--- src/hdl/scmc_params.svh ---
// Constants of the system clock and operating-mode controller
// Overview of operation
// - Timing generator: 2-stage prescaler, 21-stage divider, main clock, machine-cycle counters.
// - Prescaler and divider clear to zero on reset and stop entry or release.
// - Stage-seven input chosen by mode, system clock select and stage-seven source select.
// - Slow run and slow doze feed fs to stage seven, ignoring the select bit.
// - Warm-up after stop from fast run feeds stage six into stage seven.
// - Machine cycle is four states S0..S3, one main clock each.
// - Instructions take one to ten machine cycles, synchronous to main clock.
// - Single-clock mode: only fc runs, low crystal pins are ports, cycle 4/fc.
// - Reset enters fast single run, everything clocked from fc.
// - CPU halt request enters light doze; peripherals keep running on fc.
// - Any interrupt request releases light doze back to fast single run.
// - On doze release, master enable set services interrupt, else resumes next instruction.
// - Timing generator halt enters deep doze; only time-base timer keeps clock.
// - Deep doze ends on falling edge of selected time-base source clock.
// - Deep doze ignores time-base enable; enabled at entry sets time-base latch after.
// - Time-base interrupt serviced only when master, individual and time-base enables set.
// - Dual mode runs both oscillators; main clock from fc fast, fs slow.
// - System clock select one gives slow dual run; zero returns fast dual run.
// - Clearing high oscillator enable in slow dual run gives slow-only run.
// - Slow-only run and slow doze stop divider stages one through six.
// - Fast dual doze enters like light doze, releases to fast dual run.
`ifndef SCMC_PARAMS_SVH
`define SCMC_PARAMS_SVH

`define SCMC_ADDR_W       4
`define SCMC_DATA_W       8
`define SCMC_OFF_SYS2     4'h0
`define SCMC_OFF_TBC      4'h4
`define SCMC_OFF_STAT     4'h8

`define SCMC_SYS2_HIEN    0
`define SCMC_SYS2_LOEN    1
`define SCMC_SYS2_SYSTEM_CLOCK_SELECT   2
`define SCMC_SYS2_HALT    3
`define SCMC_SYS2_TIMING_GEN_HALT  4

`define SCMC_TBC_DV7      0
`define SCMC_TBC_SEL_LSB  1
`define SCMC_TBC_SEL_MSB  3
`define SCMC_TBC_EN       4

`define SCMC_STAT_MODE_LSB 0
`define SCMC_STAT_MODE_MSB 2
`define SCMC_STAT_ST_LSB  3
`define SCMC_STAT_ST_MSB  4
`define SCMC_STAT_LATCH   5
`define SCMC_STAT_WARM    6

`define SCMC_LAST_STATE   2'h3
`define SCMC_MIN_INSTR    4'h1
`define SCMC_MAX_INSTR    4'ha
`define SCMC_TBT_TAP_BASE 13

`endif

--- src/hdl/scmc_pkg.sv ---
// Types of the system clock and operating-mode controller
package scmc_pkg;

  typedef enum logic [2:0] {
    SCMC_FAST_SINGLE,
    SCMC_LIGHT_DOZE,
    SCMC_DEEP_DOZE,
    SCMC_FAST_DUAL,
    SCMC_FAST_DUAL_DOZE,
    SCMC_SLOW_DUAL,
    SCMC_SLOW_ONLY,
    SCMC_SLOW_DOZE
  } scmc_mode_t;

endpackage

--- src/hdl/scmc_top.sv ---
// System clock controller: timing generator, machine cycle and operating-mode control
//
// Decided for this implementation: the plain strobed port and the address map.
`include "scmc_params.svh"
`timescale 1ns/10ps
`default_nettype none
module scmc_top
  import scmc_pkg::*;
#(
  parameter int PRE_STAGES = 2,
  parameter int DIV_STAGES = 21,
  parameter int LOW_STAGES = 6
)
(
  input  wire logic                     i_clk,
  input  wire logic                     i_reset_n,
  input  wire logic                     i_fc_tick,
  input  wire logic                     i_fs_tick,
  input  wire logic                     i_stop_active,
  input  wire logic                     i_stop_warmup,
  input  wire logic                     i_irq_request,
  input  wire logic                     i_interrupt_master_enable,
  input  wire logic                     i_timebase_int_enable,
  input  wire logic [3:0]               i_instr_len,
  input  wire logic [`SCMC_ADDR_W-1:0]  i_addr,
  input  wire logic [`SCMC_DATA_W-1:0]  i_wdata,
  input  wire logic                     i_write,
  input  wire logic                     i_read,
  output logic      [`SCMC_DATA_W-1:0]  o_rdata,
  output scmc_mode_t                    o_mode,
  output logic      [1:0]               o_state,
  output logic      [DIV_STAGES-1:0]    o_divider,
  output logic                          o_cpu_tick,
  output logic                          o_periph_tick,
  output logic                          o_tbt_tick,
  output logic                          o_instr_done,
  output logic                          o_high_osc_on,
  output logic                          o_low_osc_on,
  output logic                          o_low_pins_port,
  output logic                          o_wake_service,
  output logic                          o_wake_resume,
  output logic                          o_timebase_interrupt,
  output logic                          o_timebase_service
);

  localparam int UP_STAGES = DIV_STAGES - LOW_STAGES;

  function automatic logic is_slow(input scmc_mode_t m);
    is_slow = (m == SCMC_SLOW_DUAL) || (m == SCMC_SLOW_ONLY) || (m == SCMC_SLOW_DOZE);
  endfunction

  function automatic logic is_doze(input scmc_mode_t m);
    is_doze = (m == SCMC_LIGHT_DOZE) || (m == SCMC_DEEP_DOZE) ||
              (m == SCMC_FAST_DUAL_DOZE) || (m == SCMC_SLOW_DOZE);
  endfunction

  scmc_mode_t                mode;
  scmc_mode_t                next_mode;
  logic [PRE_STAGES-1:0]     prescaler;
  logic [DIV_STAGES-1:0]     divider;
  logic [1:0]                state;
  logic [3:0]                instr_cnt;
  logic [3:0]                instr_len_eff;
  logic                      high_osc_enable;
  logic                      low_osc_enable;
  logic                      system_clock_select;
  logic                      cpu_halt_req;
  logic                      timing_gen_halt;
  logic                      divider_stage7_source_select;
  logic [2:0]                timebase_clock_select;
  logic                      timebase_enable;
  logic                      timebase_latch;
  logic                      tbt_at_entry;
  logic                      wake_pend;
  logic                      stop_q;
  logic                      stop_from_fast;
  logic                      tbt_src_q;
  logic                      tbt_src;
  logic                      tbt_fall;
  logic                      first_on;
  logic                      pre_carry;
  logic                      low_carry;
  logic                      st7_fs;
  logic                      st7_tick;
  logic                      warm_fast;
  logic                      mtick;
  logic                      cycle_end;
  logic                      mode_change;
  logic                      stop_edge;
  logic                      wr_sys2;
  logic                      wr_tbc;
  logic                      wr_stat;

  assign wr_sys2 = i_write && (i_addr == `SCMC_OFF_SYS2);
  assign wr_tbc  = i_write && (i_addr == `SCMC_OFF_TBC);
  assign wr_stat = i_write && (i_addr == `SCMC_OFF_STAT);

  // Divider chain enables
  assign stop_edge = i_stop_active != stop_q;
  assign first_on  = !i_stop_active && (mode != SCMC_SLOW_ONLY) && (mode != SCMC_SLOW_DOZE);
  assign pre_carry = first_on && i_fc_tick && (&prescaler);
  assign low_carry = pre_carry && (&divider[LOW_STAGES-1:0]);
  assign warm_fast = i_stop_warmup && stop_from_fast;
  // Select bit honoured in every mode but the slow ones and warm-up after stop from fast run; software keeps it clear outside dual run
  assign st7_fs    = is_slow(mode) || (divider_stage7_source_select && !warm_fast);
  assign st7_tick  = st7_fs ? (i_fs_tick && !i_stop_active && o_low_osc_on) : low_carry;

  // Main clock follows the mode, and the mode only moves at a cycle boundary
  assign mtick     = !i_stop_active && (is_slow(mode) ? i_fs_tick : i_fc_tick);
  assign cycle_end = mtick && (state == `SCMC_LAST_STATE);

  assign tbt_src  = divider[`SCMC_TBT_TAP_BASE + timebase_clock_select];
  assign tbt_fall = tbt_src_q && !tbt_src;

  assign instr_len_eff = (i_instr_len < `SCMC_MIN_INSTR) ? `SCMC_MIN_INSTR :
                         (i_instr_len > `SCMC_MAX_INSTR) ? `SCMC_MAX_INSTR : i_instr_len;

  // Prescaler and divider
  always_ff @(posedge i_clk or negedge i_reset_n)
  begin
    if (!i_reset_n)
    begin
      prescaler <= '0;
      divider   <= '0;
    end
    else if (stop_edge)
    begin
      prescaler <= '0;
      divider   <= '0;
    end
    else
    begin
      if (first_on && i_fc_tick)
        prescaler <= prescaler + 1'b1;
      if (pre_carry)
        divider[LOW_STAGES-1:0] <= divider[LOW_STAGES-1:0] + 1'b1;
      if (st7_tick)
        divider[DIV_STAGES-1:LOW_STAGES] <= divider[DIV_STAGES-1:LOW_STAGES] + 1'b1;
    end
  end

  always_ff @(posedge i_clk or negedge i_reset_n)
  begin
    if (!i_reset_n)
    begin
      stop_q         <= 1'b0;
      stop_from_fast <= 1'b0;
      tbt_src_q      <= 1'b0;
    end
    else
    begin
      stop_q    <= i_stop_active;
      tbt_src_q <= stop_edge ? 1'b0 : tbt_src;
      if (i_stop_active && !stop_q)
        stop_from_fast <= !is_slow(mode);
    end
  end

  // Machine-cycle states and instruction length
  always_ff @(posedge i_clk or negedge i_reset_n)
  begin
    if (!i_reset_n)
    begin
      state        <= 2'h0;
      instr_cnt    <= 4'h0;
      o_instr_done <= 1'b0;
    end
    else
    begin
      o_instr_done <= 1'b0;
      if (mtick)
        state <= state + 2'h1;
      if (cycle_end && !is_doze(mode))
      begin
        if (instr_cnt + 4'h1 >= instr_len_eff)
        begin
          instr_cnt    <= 4'h0;
          o_instr_done <= 1'b1;
        end
        else
          instr_cnt <= instr_cnt + 4'h1;
      end
    end
  end

  // Operating-mode transitions
  always_comb
  begin
    next_mode = mode;
    case (mode)
      SCMC_FAST_SINGLE:
        if (timing_gen_halt)
          next_mode = SCMC_DEEP_DOZE;
        else if (cpu_halt_req)
          next_mode = SCMC_LIGHT_DOZE;
        else if (low_osc_enable)
          next_mode = SCMC_FAST_DUAL;
      SCMC_LIGHT_DOZE:
        if (i_irq_request)
          next_mode = SCMC_FAST_SINGLE;
      SCMC_DEEP_DOZE:
        if (wake_pend)
          next_mode = SCMC_FAST_SINGLE;
      SCMC_FAST_DUAL:
        if (cpu_halt_req)
          next_mode = SCMC_FAST_DUAL_DOZE;
        else if (system_clock_select)
          next_mode = SCMC_SLOW_DUAL;
        else if (!low_osc_enable)
          next_mode = SCMC_FAST_SINGLE;
      SCMC_FAST_DUAL_DOZE:
        if (i_irq_request)
          next_mode = SCMC_FAST_DUAL;
      SCMC_SLOW_DUAL:
        if (cpu_halt_req)
          next_mode = SCMC_SLOW_DOZE;
        else if (!system_clock_select)
          next_mode = SCMC_FAST_DUAL;
        else if (!high_osc_enable)
          next_mode = SCMC_SLOW_ONLY;
      SCMC_SLOW_ONLY:
        if (cpu_halt_req)
          next_mode = SCMC_SLOW_DOZE;
        else if (high_osc_enable)
          next_mode = SCMC_SLOW_DUAL;
      SCMC_SLOW_DOZE:
        if (i_irq_request)
          next_mode = high_osc_enable ? SCMC_SLOW_DUAL : SCMC_SLOW_ONLY;
      default:
        next_mode = SCMC_FAST_SINGLE;
    endcase
  end

  assign mode_change = cycle_end && (next_mode != mode);

  always_ff @(posedge i_clk or negedge i_reset_n)
  begin
    if (!i_reset_n)
      mode <= SCMC_FAST_SINGLE;
    else if (mode_change)
      mode <= next_mode;
  end

  // Deep doze wake-up and time-base latch
  always_ff @(posedge i_clk or negedge i_reset_n)
  begin
    if (!i_reset_n)
    begin
      wake_pend      <= 1'b0;
      tbt_at_entry   <= 1'b0;
      timebase_latch <= 1'b0;
    end
    else
    begin
      if (mode != SCMC_DEEP_DOZE)
        wake_pend <= 1'b0;
      else if (tbt_fall)
        wake_pend <= 1'b1;
      if (mode_change && next_mode == SCMC_DEEP_DOZE)
        tbt_at_entry <= timebase_enable;
      // Hardware set wins over a software clear in the same cycle
      if (mode_change && mode == SCMC_DEEP_DOZE && tbt_at_entry)
        timebase_latch <= 1'b1;
      else if (wr_stat && i_wdata[`SCMC_STAT_LATCH])
        timebase_latch <= 1'b0;
    end
  end

  // Software-visible control bits
  always_ff @(posedge i_clk or negedge i_reset_n)
  begin
    if (!i_reset_n)
    begin
      high_osc_enable     <= 1'b1;
      low_osc_enable      <= 1'b0;
      system_clock_select <= 1'b0;
      cpu_halt_req        <= 1'b0;
      timing_gen_halt     <= 1'b0;
    end
    else if (wr_sys2)
    begin
      high_osc_enable     <= i_wdata[`SCMC_SYS2_HIEN];
      low_osc_enable      <= i_wdata[`SCMC_SYS2_LOEN];
      system_clock_select <= i_wdata[`SCMC_SYS2_SYSTEM_CLOCK_SELECT];
      cpu_halt_req        <= i_wdata[`SCMC_SYS2_HALT];
      timing_gen_halt     <= i_wdata[`SCMC_SYS2_TIMING_GEN_HALT];
    end
    else if (mode_change && is_doze(next_mode))
    begin
      // Halt requests are one-shot; consumed at doze entry
      cpu_halt_req    <= 1'b0;
      timing_gen_halt <= 1'b0;
    end
  end

  always_ff @(posedge i_clk or negedge i_reset_n)
  begin
    if (!i_reset_n)
    begin
      divider_stage7_source_select <= 1'b0;
      timebase_clock_select        <= 3'h0;
      timebase_enable              <= 1'b0;
    end
    else if (wr_tbc)
    begin
      divider_stage7_source_select <= i_wdata[`SCMC_TBC_DV7];
      timebase_clock_select        <= i_wdata[`SCMC_TBC_SEL_MSB:`SCMC_TBC_SEL_LSB];
      timebase_enable              <= i_wdata[`SCMC_TBC_EN];
    end
  end

  always_ff @(posedge i_clk or negedge i_reset_n)
  begin
    if (!i_reset_n)
      o_rdata <= '0;
    else if (i_read)
    begin
      o_rdata <= '0;
      case (i_addr)
        `SCMC_OFF_SYS2:
        begin
          o_rdata[`SCMC_SYS2_HIEN]   <= high_osc_enable;
          o_rdata[`SCMC_SYS2_LOEN]   <= low_osc_enable;
          o_rdata[`SCMC_SYS2_SYSTEM_CLOCK_SELECT]  <= system_clock_select;
          o_rdata[`SCMC_SYS2_HALT]   <= cpu_halt_req;
          o_rdata[`SCMC_SYS2_TIMING_GEN_HALT] <= timing_gen_halt;
        end
        `SCMC_OFF_TBC:
        begin
          o_rdata[`SCMC_TBC_DV7]                       <= divider_stage7_source_select;
          o_rdata[`SCMC_TBC_SEL_MSB:`SCMC_TBC_SEL_LSB] <= timebase_clock_select;
          o_rdata[`SCMC_TBC_EN]                        <= timebase_enable;
        end
        `SCMC_OFF_STAT:
        begin
          o_rdata[`SCMC_STAT_MODE_MSB:`SCMC_STAT_MODE_LSB] <= mode;
          o_rdata[`SCMC_STAT_ST_MSB:`SCMC_STAT_ST_LSB]     <= state;
          o_rdata[`SCMC_STAT_LATCH]                        <= timebase_latch;
          o_rdata[`SCMC_STAT_WARM]                         <= warm_fast;
        end
        default:
          o_rdata <= '0;
      endcase
    end
    else
      o_rdata <= '0;
  end

  // Registered outputs
  always_ff @(posedge i_clk or negedge i_reset_n)
  begin
    if (!i_reset_n)
    begin
      o_cpu_tick         <= 1'b0;
      o_periph_tick      <= 1'b0;
      o_tbt_tick         <= 1'b0;
      o_high_osc_on      <= 1'b1;
      o_low_osc_on       <= 1'b0;
      o_low_pins_port    <= 1'b1;
      o_wake_service     <= 1'b0;
      o_wake_resume      <= 1'b0;
      o_timebase_service <= 1'b0;
    end
    else
    begin
      o_cpu_tick         <= mtick && !is_doze(mode);
      o_periph_tick      <= mtick && (mode != SCMC_DEEP_DOZE);
      o_tbt_tick         <= tbt_fall;
      o_high_osc_on      <= !i_stop_active && (high_osc_enable || !is_slow(mode));
      o_low_osc_on       <= !i_stop_active && (low_osc_enable || is_slow(mode));
      o_low_pins_port    <= (mode == SCMC_FAST_SINGLE) || (mode == SCMC_LIGHT_DOZE) ||
                            (mode == SCMC_DEEP_DOZE);
      o_wake_service     <= mode_change && is_doze(mode) && i_interrupt_master_enable;
      o_wake_resume      <= mode_change && is_doze(mode) && !i_interrupt_master_enable;
      o_timebase_service <= timebase_latch && i_interrupt_master_enable &&
                            i_timebase_int_enable && timebase_enable;
    end
  end

  assign o_mode               = mode;
  assign o_state              = state;
  assign o_divider            = divider;
  assign o_timebase_interrupt = timebase_latch;
endmodule
`default_nettype wire

--- config.mk ---
export PLATFORM = sky130hd
export DESIGN_NAME = scmc_top
export DESIGN_NICKNAME = d
export VERILOG_FILES = /design/src/hdl/scmc_pkg.sv /design/src/hdl/scmc_top.sv
export VERILOG_INCLUDE_DIRS = /design/src /design/src/hdl
export SDC_FILE = /design/constraint.sdc
export NUM_CORES = 1
export LEC_CHECK = 0
export BUFFER_PORTS_ARGS = -buffer_cell sky130_fd_sc_hd__buf_2
export CAP_MARGIN = 20
export CORE_UTILIZATION = 55
export DETAILED_ROUTE_END_ITERATION = 12
export PLACE_DENSITY = 0.86
export SLEW_MARGIN = 20
export SYNTH_ARGS = -nofsm -noshare
export SYNTH_HDL_FRONTEND = slang
export SYNTH_SLANG_ARGS = --single-unit
--- constraint.sdc ---
create_clock -name i_clk -period 2.58 [get_ports i_clk]
set_clock_uncertainty 0.1 [all_clocks]
set_input_delay 0.129 -clock i_clk [delete_from_list [all_inputs] [get_ports i_clk]]
set_output_delay 0.129 -clock i_clk [all_outputs]
set_load 0.1 [all_outputs]
==> impl_metrics.py <==
metrics = {
    "synthesis": {
        "synth_compound_area_share_pct": 10.92,
        "postSynth.asyncResetShare_pct": 100.0,
        "synth_warnings": 0,
        "synth-adder-area-share_pct": 4.494,
        "synth_top_family_by_area": "simple AND/OR/NAND/NOR gates",
        "syn-cell-area_sq_um": 3563,
        "avgSynthCellArea_sq_um": 10.64,
        "synth-xor-area-share_pct": 6.355,
        "synth-edff-count": 0,
        "synth_cells": 335,
        "synth.distinct_cells": 61,
        "synthFlopType": "dfrtp_1",
        "yosys.area_share.simple_pct": 18.22,
        "ys_ff_latch": 65,
        "syn-num-nets": 374,
        "synth_mux_area_share_pct": 10.18,
        "seq_area_frac_synth_pct": 45.75,
    },
    "floorplan": {
        "fp.dieArea_sq_um": 6805,
        "initial_core_util_pct": 58.46,
        "rows": 28,
        "die_h_um": 82.49,
        "die_w_um": 82.49,
        "pin_count": 72,
        "core_sq_um": 6096,
    },
    "clocking": {
        "insertion_delay_ps": 340,
        "cts_root_buf": "clkbuf_8",
        "ctsResizeCount": 0,
        "clockBufferDepth": 2,
        "clock_sinks": 65,
        "cts_max_level": 3,
        "cts_tree": "done",
        "cts_inserted_buffers": 9,
        "clk_pin_slew_ps": 70,
    },
    "worst_setup_path": {
        "endpoint_kind": "flip-flop",
        "path_cells": "mux2i_1, o21ai_0, a2111oi_4, nand3_1, nor4b_1, mux2_2",
        "rrSetupSlack_ps": 120,
        "slowest_delay_ps": 570,
        "crit_type": "flip-flop to flip-flop",
        "startpoint_type": "flip-flop",
        "crit_path_top_delay_cell": "dfrtp_4",
        "worstPathMaxFanout": 16,
        "crit_arrival_ps": 2600,
        "critPathRequiredTime_ps": 2710,
    },
    "timing": {
        "setup-tns-final_ps": 0,
        "hold_slack_ps": 5.169,
        "post-route-period-util_pct": 95.50,
        "slew_viol_final": 0,
        "final.min_clock_period_ps": 2464,
        "slew_headroom_pct": 58.70,
        "worst_pin_slew_ps": 619.6,
        "hold_viol_final": 0,
        "max_freq_ghz": 0.4059,
        "final-setup-viol-count": 0,
    },
    "grt": {
        "grt_pass1_wl_um": 12710,
        "overflow": 0,
        "grt_max_degree": 28,
        "grtUsageTotal_pct": 25.39,
        "grt_pass1_vias": 2717,
        "antenna_found_initial": 0,
    },
    "placement": {
        "portBuffers": 68,
        "place_congestion": 0.8711,
        "dp_hpwl_um": 5631,
    },
    "pwr": {
        "ir_drop_mv": 0.7310,
        "p_leak_nw": 2.104,
        "pwr_density_cell_nw_per_um2": 873.5,
        "total_power_mw": 3.745,
    },
    "finish": {
        "multiInputGateArea_sq_um": 1792,
        "layout_common_cells": "buf_2 (68), dfrtp_1 (55), nor2_1 (28)",
        "seq_area_sq_um": 1652,
        "final_common_cell": "buf_2",
        "fillers": 463,
        "nets": 456,
        "final_util_pct": 70.34,
        "syn_to_final_growth_pct": 20.33,
        "diodes": 0,
        "layout-drive-gt1-share_pct": 28.44,
    },
    "drt": {
        "drt-initial-drc-count": 144,
        "vias_per_cell": 5.636,
        "drcViolationCount": 0,
        "drt_wl_total_um": 7900,
        "dr.pass1.iters": 4,
        "wl_per_cell_um": 15.90,
        "ant_nets": 0,
        "via_count": 2801,
    },
    "min_path": {
        "hold_path_class": "input pin to flip-flop",
    },
    "outcome": {
        "status": "finished, final reports clean",
    },
    "run": {
        "maxCapViolCount": 0,
    },
}
per-stage QoR:
stage	cells	worst slack, ps	instance area, sq um
final	497	116.1	4288
after global routing	497	-0.2094	4288
after CTS	496	114.8	4280
after detailed placement	469	139.4	3971
after global placement	469	197.3	3971
after floorplan	335	18.17	3585
path summary, 6_finish.rpt:
path | startpoint | end | depth (start not counted)
worst max-delay path | o_mode[1] | tbt_at_entry | 6
worst max register to register | o_mode[1] | tbt_at_entry | 6
worst min register to register | tbt_src_q | o_tbt_tick | 2
min in group asynchronous | i_reset_n | o_divider[16] | 2
worst min-delay path | i_read | o_rdata[5] | 3
max in group asynchronous | i_reset_n | o_low_pins_port | 3
sequential cells by signal, indices dropped and copies added (netlist names), 2 cells and up:
name                   cells
o_divider                 21
timebase_clock_select      3
prescaler                  2
o_state                    2
o_mode                     3
instr_cnt                  4
o_rdata                    7
per-layer routing:
layer  track usage (%)  up-vias  share of wire (%)
li1                  -     1345                  -
met1             32.52     1344                 44
met2             41.40       97                 48
met3             5.604       15                5.5
met4             11.03        0                1.9
met5                 0        -                  0
kinds of logic after synthesis:
family | after synthesis
other | 1
and+or+nand+nor | 120
adders and majority gates | 13
AOI/OAI and AO/OA | 53
xor gates and xnor gates | 25
muxes | 31
DFF | 65
buffers and inverters | 27
where the power goes:
part           internal (mW)  switching, mW  total [mW]
registers               1.18          0.204        1.38
logic                  0.499          0.990        1.49
clock network          0.497          0.376       0.873
synthesized netlist by cell type (2+ instances only):
library cell | instances | area, sq um
nor2_1 | 28 | 105.1
mux2i_1 | 16 | 160.2
buf_4 | 4 | 30.03
and4_1 | 2 | 17.52
mux4_2 | 3 | 67.56
nand3_1 | 8 | 40.04
ha_1 | 12 | 150.1
a31oi_1 | 3 | 18.77
o21ai_0 | 8 | 40.04
mux2_2 | 11 | 123.9
nand3b_1 | 2 | 15.01
a21boi_0 | 2 | 15.01
xnor2_1 | 19 | 166.4
buf_6 | 3 | 33.78
a21o_1 | 2 | 15.01
xor2_1 | 5 | 43.79
nand4_1 | 10 | 62.56
a22oi_1 | 2 | 15.01
nor2b_1 | 9 | 56.30
clkbuf_1 | 7 | 26.28
a21boi_1 | 3 | 22.52
nand2_1 | 16 | 60.06
and3_1 | 7 | 43.79
nor3_1 | 5 | 25.02
inv_1 | 11 | 41.29
and2_1 | 20 | 125.1
nor4b_1 | 2 | 17.52
or3_1 | 3 | 18.77
o2111ai_1 | 2 | 17.52
dfrtp_1 | 62 | 1551
a22o_1 | 3 | 26.28
dfstp_2 | 3 | 78.83
a21oi_1 | 14 | 70.07
cell type report:
type	instances	share of cell area, %
Sequential cell	65	38.52
Clock buffer	13	3.706
Inverter	11	0.9629
Timing Repair Buffer	87	11.91
Multi-Input combinational cell	243	41.79
Tap cell	75	2.189
Clock inverter	3	0.9338
timing repair:
action | 4_1_cts | 5_1_grt
buffers inserted | 0 | 1
hold buffers | 11 | 0
setup endpoints to repair | 0 | 1
hold endpoints to repair | 41 | 0
critical path, delay by kind of cell (launching register included):
family	cells	cell delay [ps]
muxes	2	530
AOI/OAI and AO/OA	2	660
DFF	1	570
and+or+nand+nor	2	480
No activity file was read; power rests on OpenSTA's default activity.
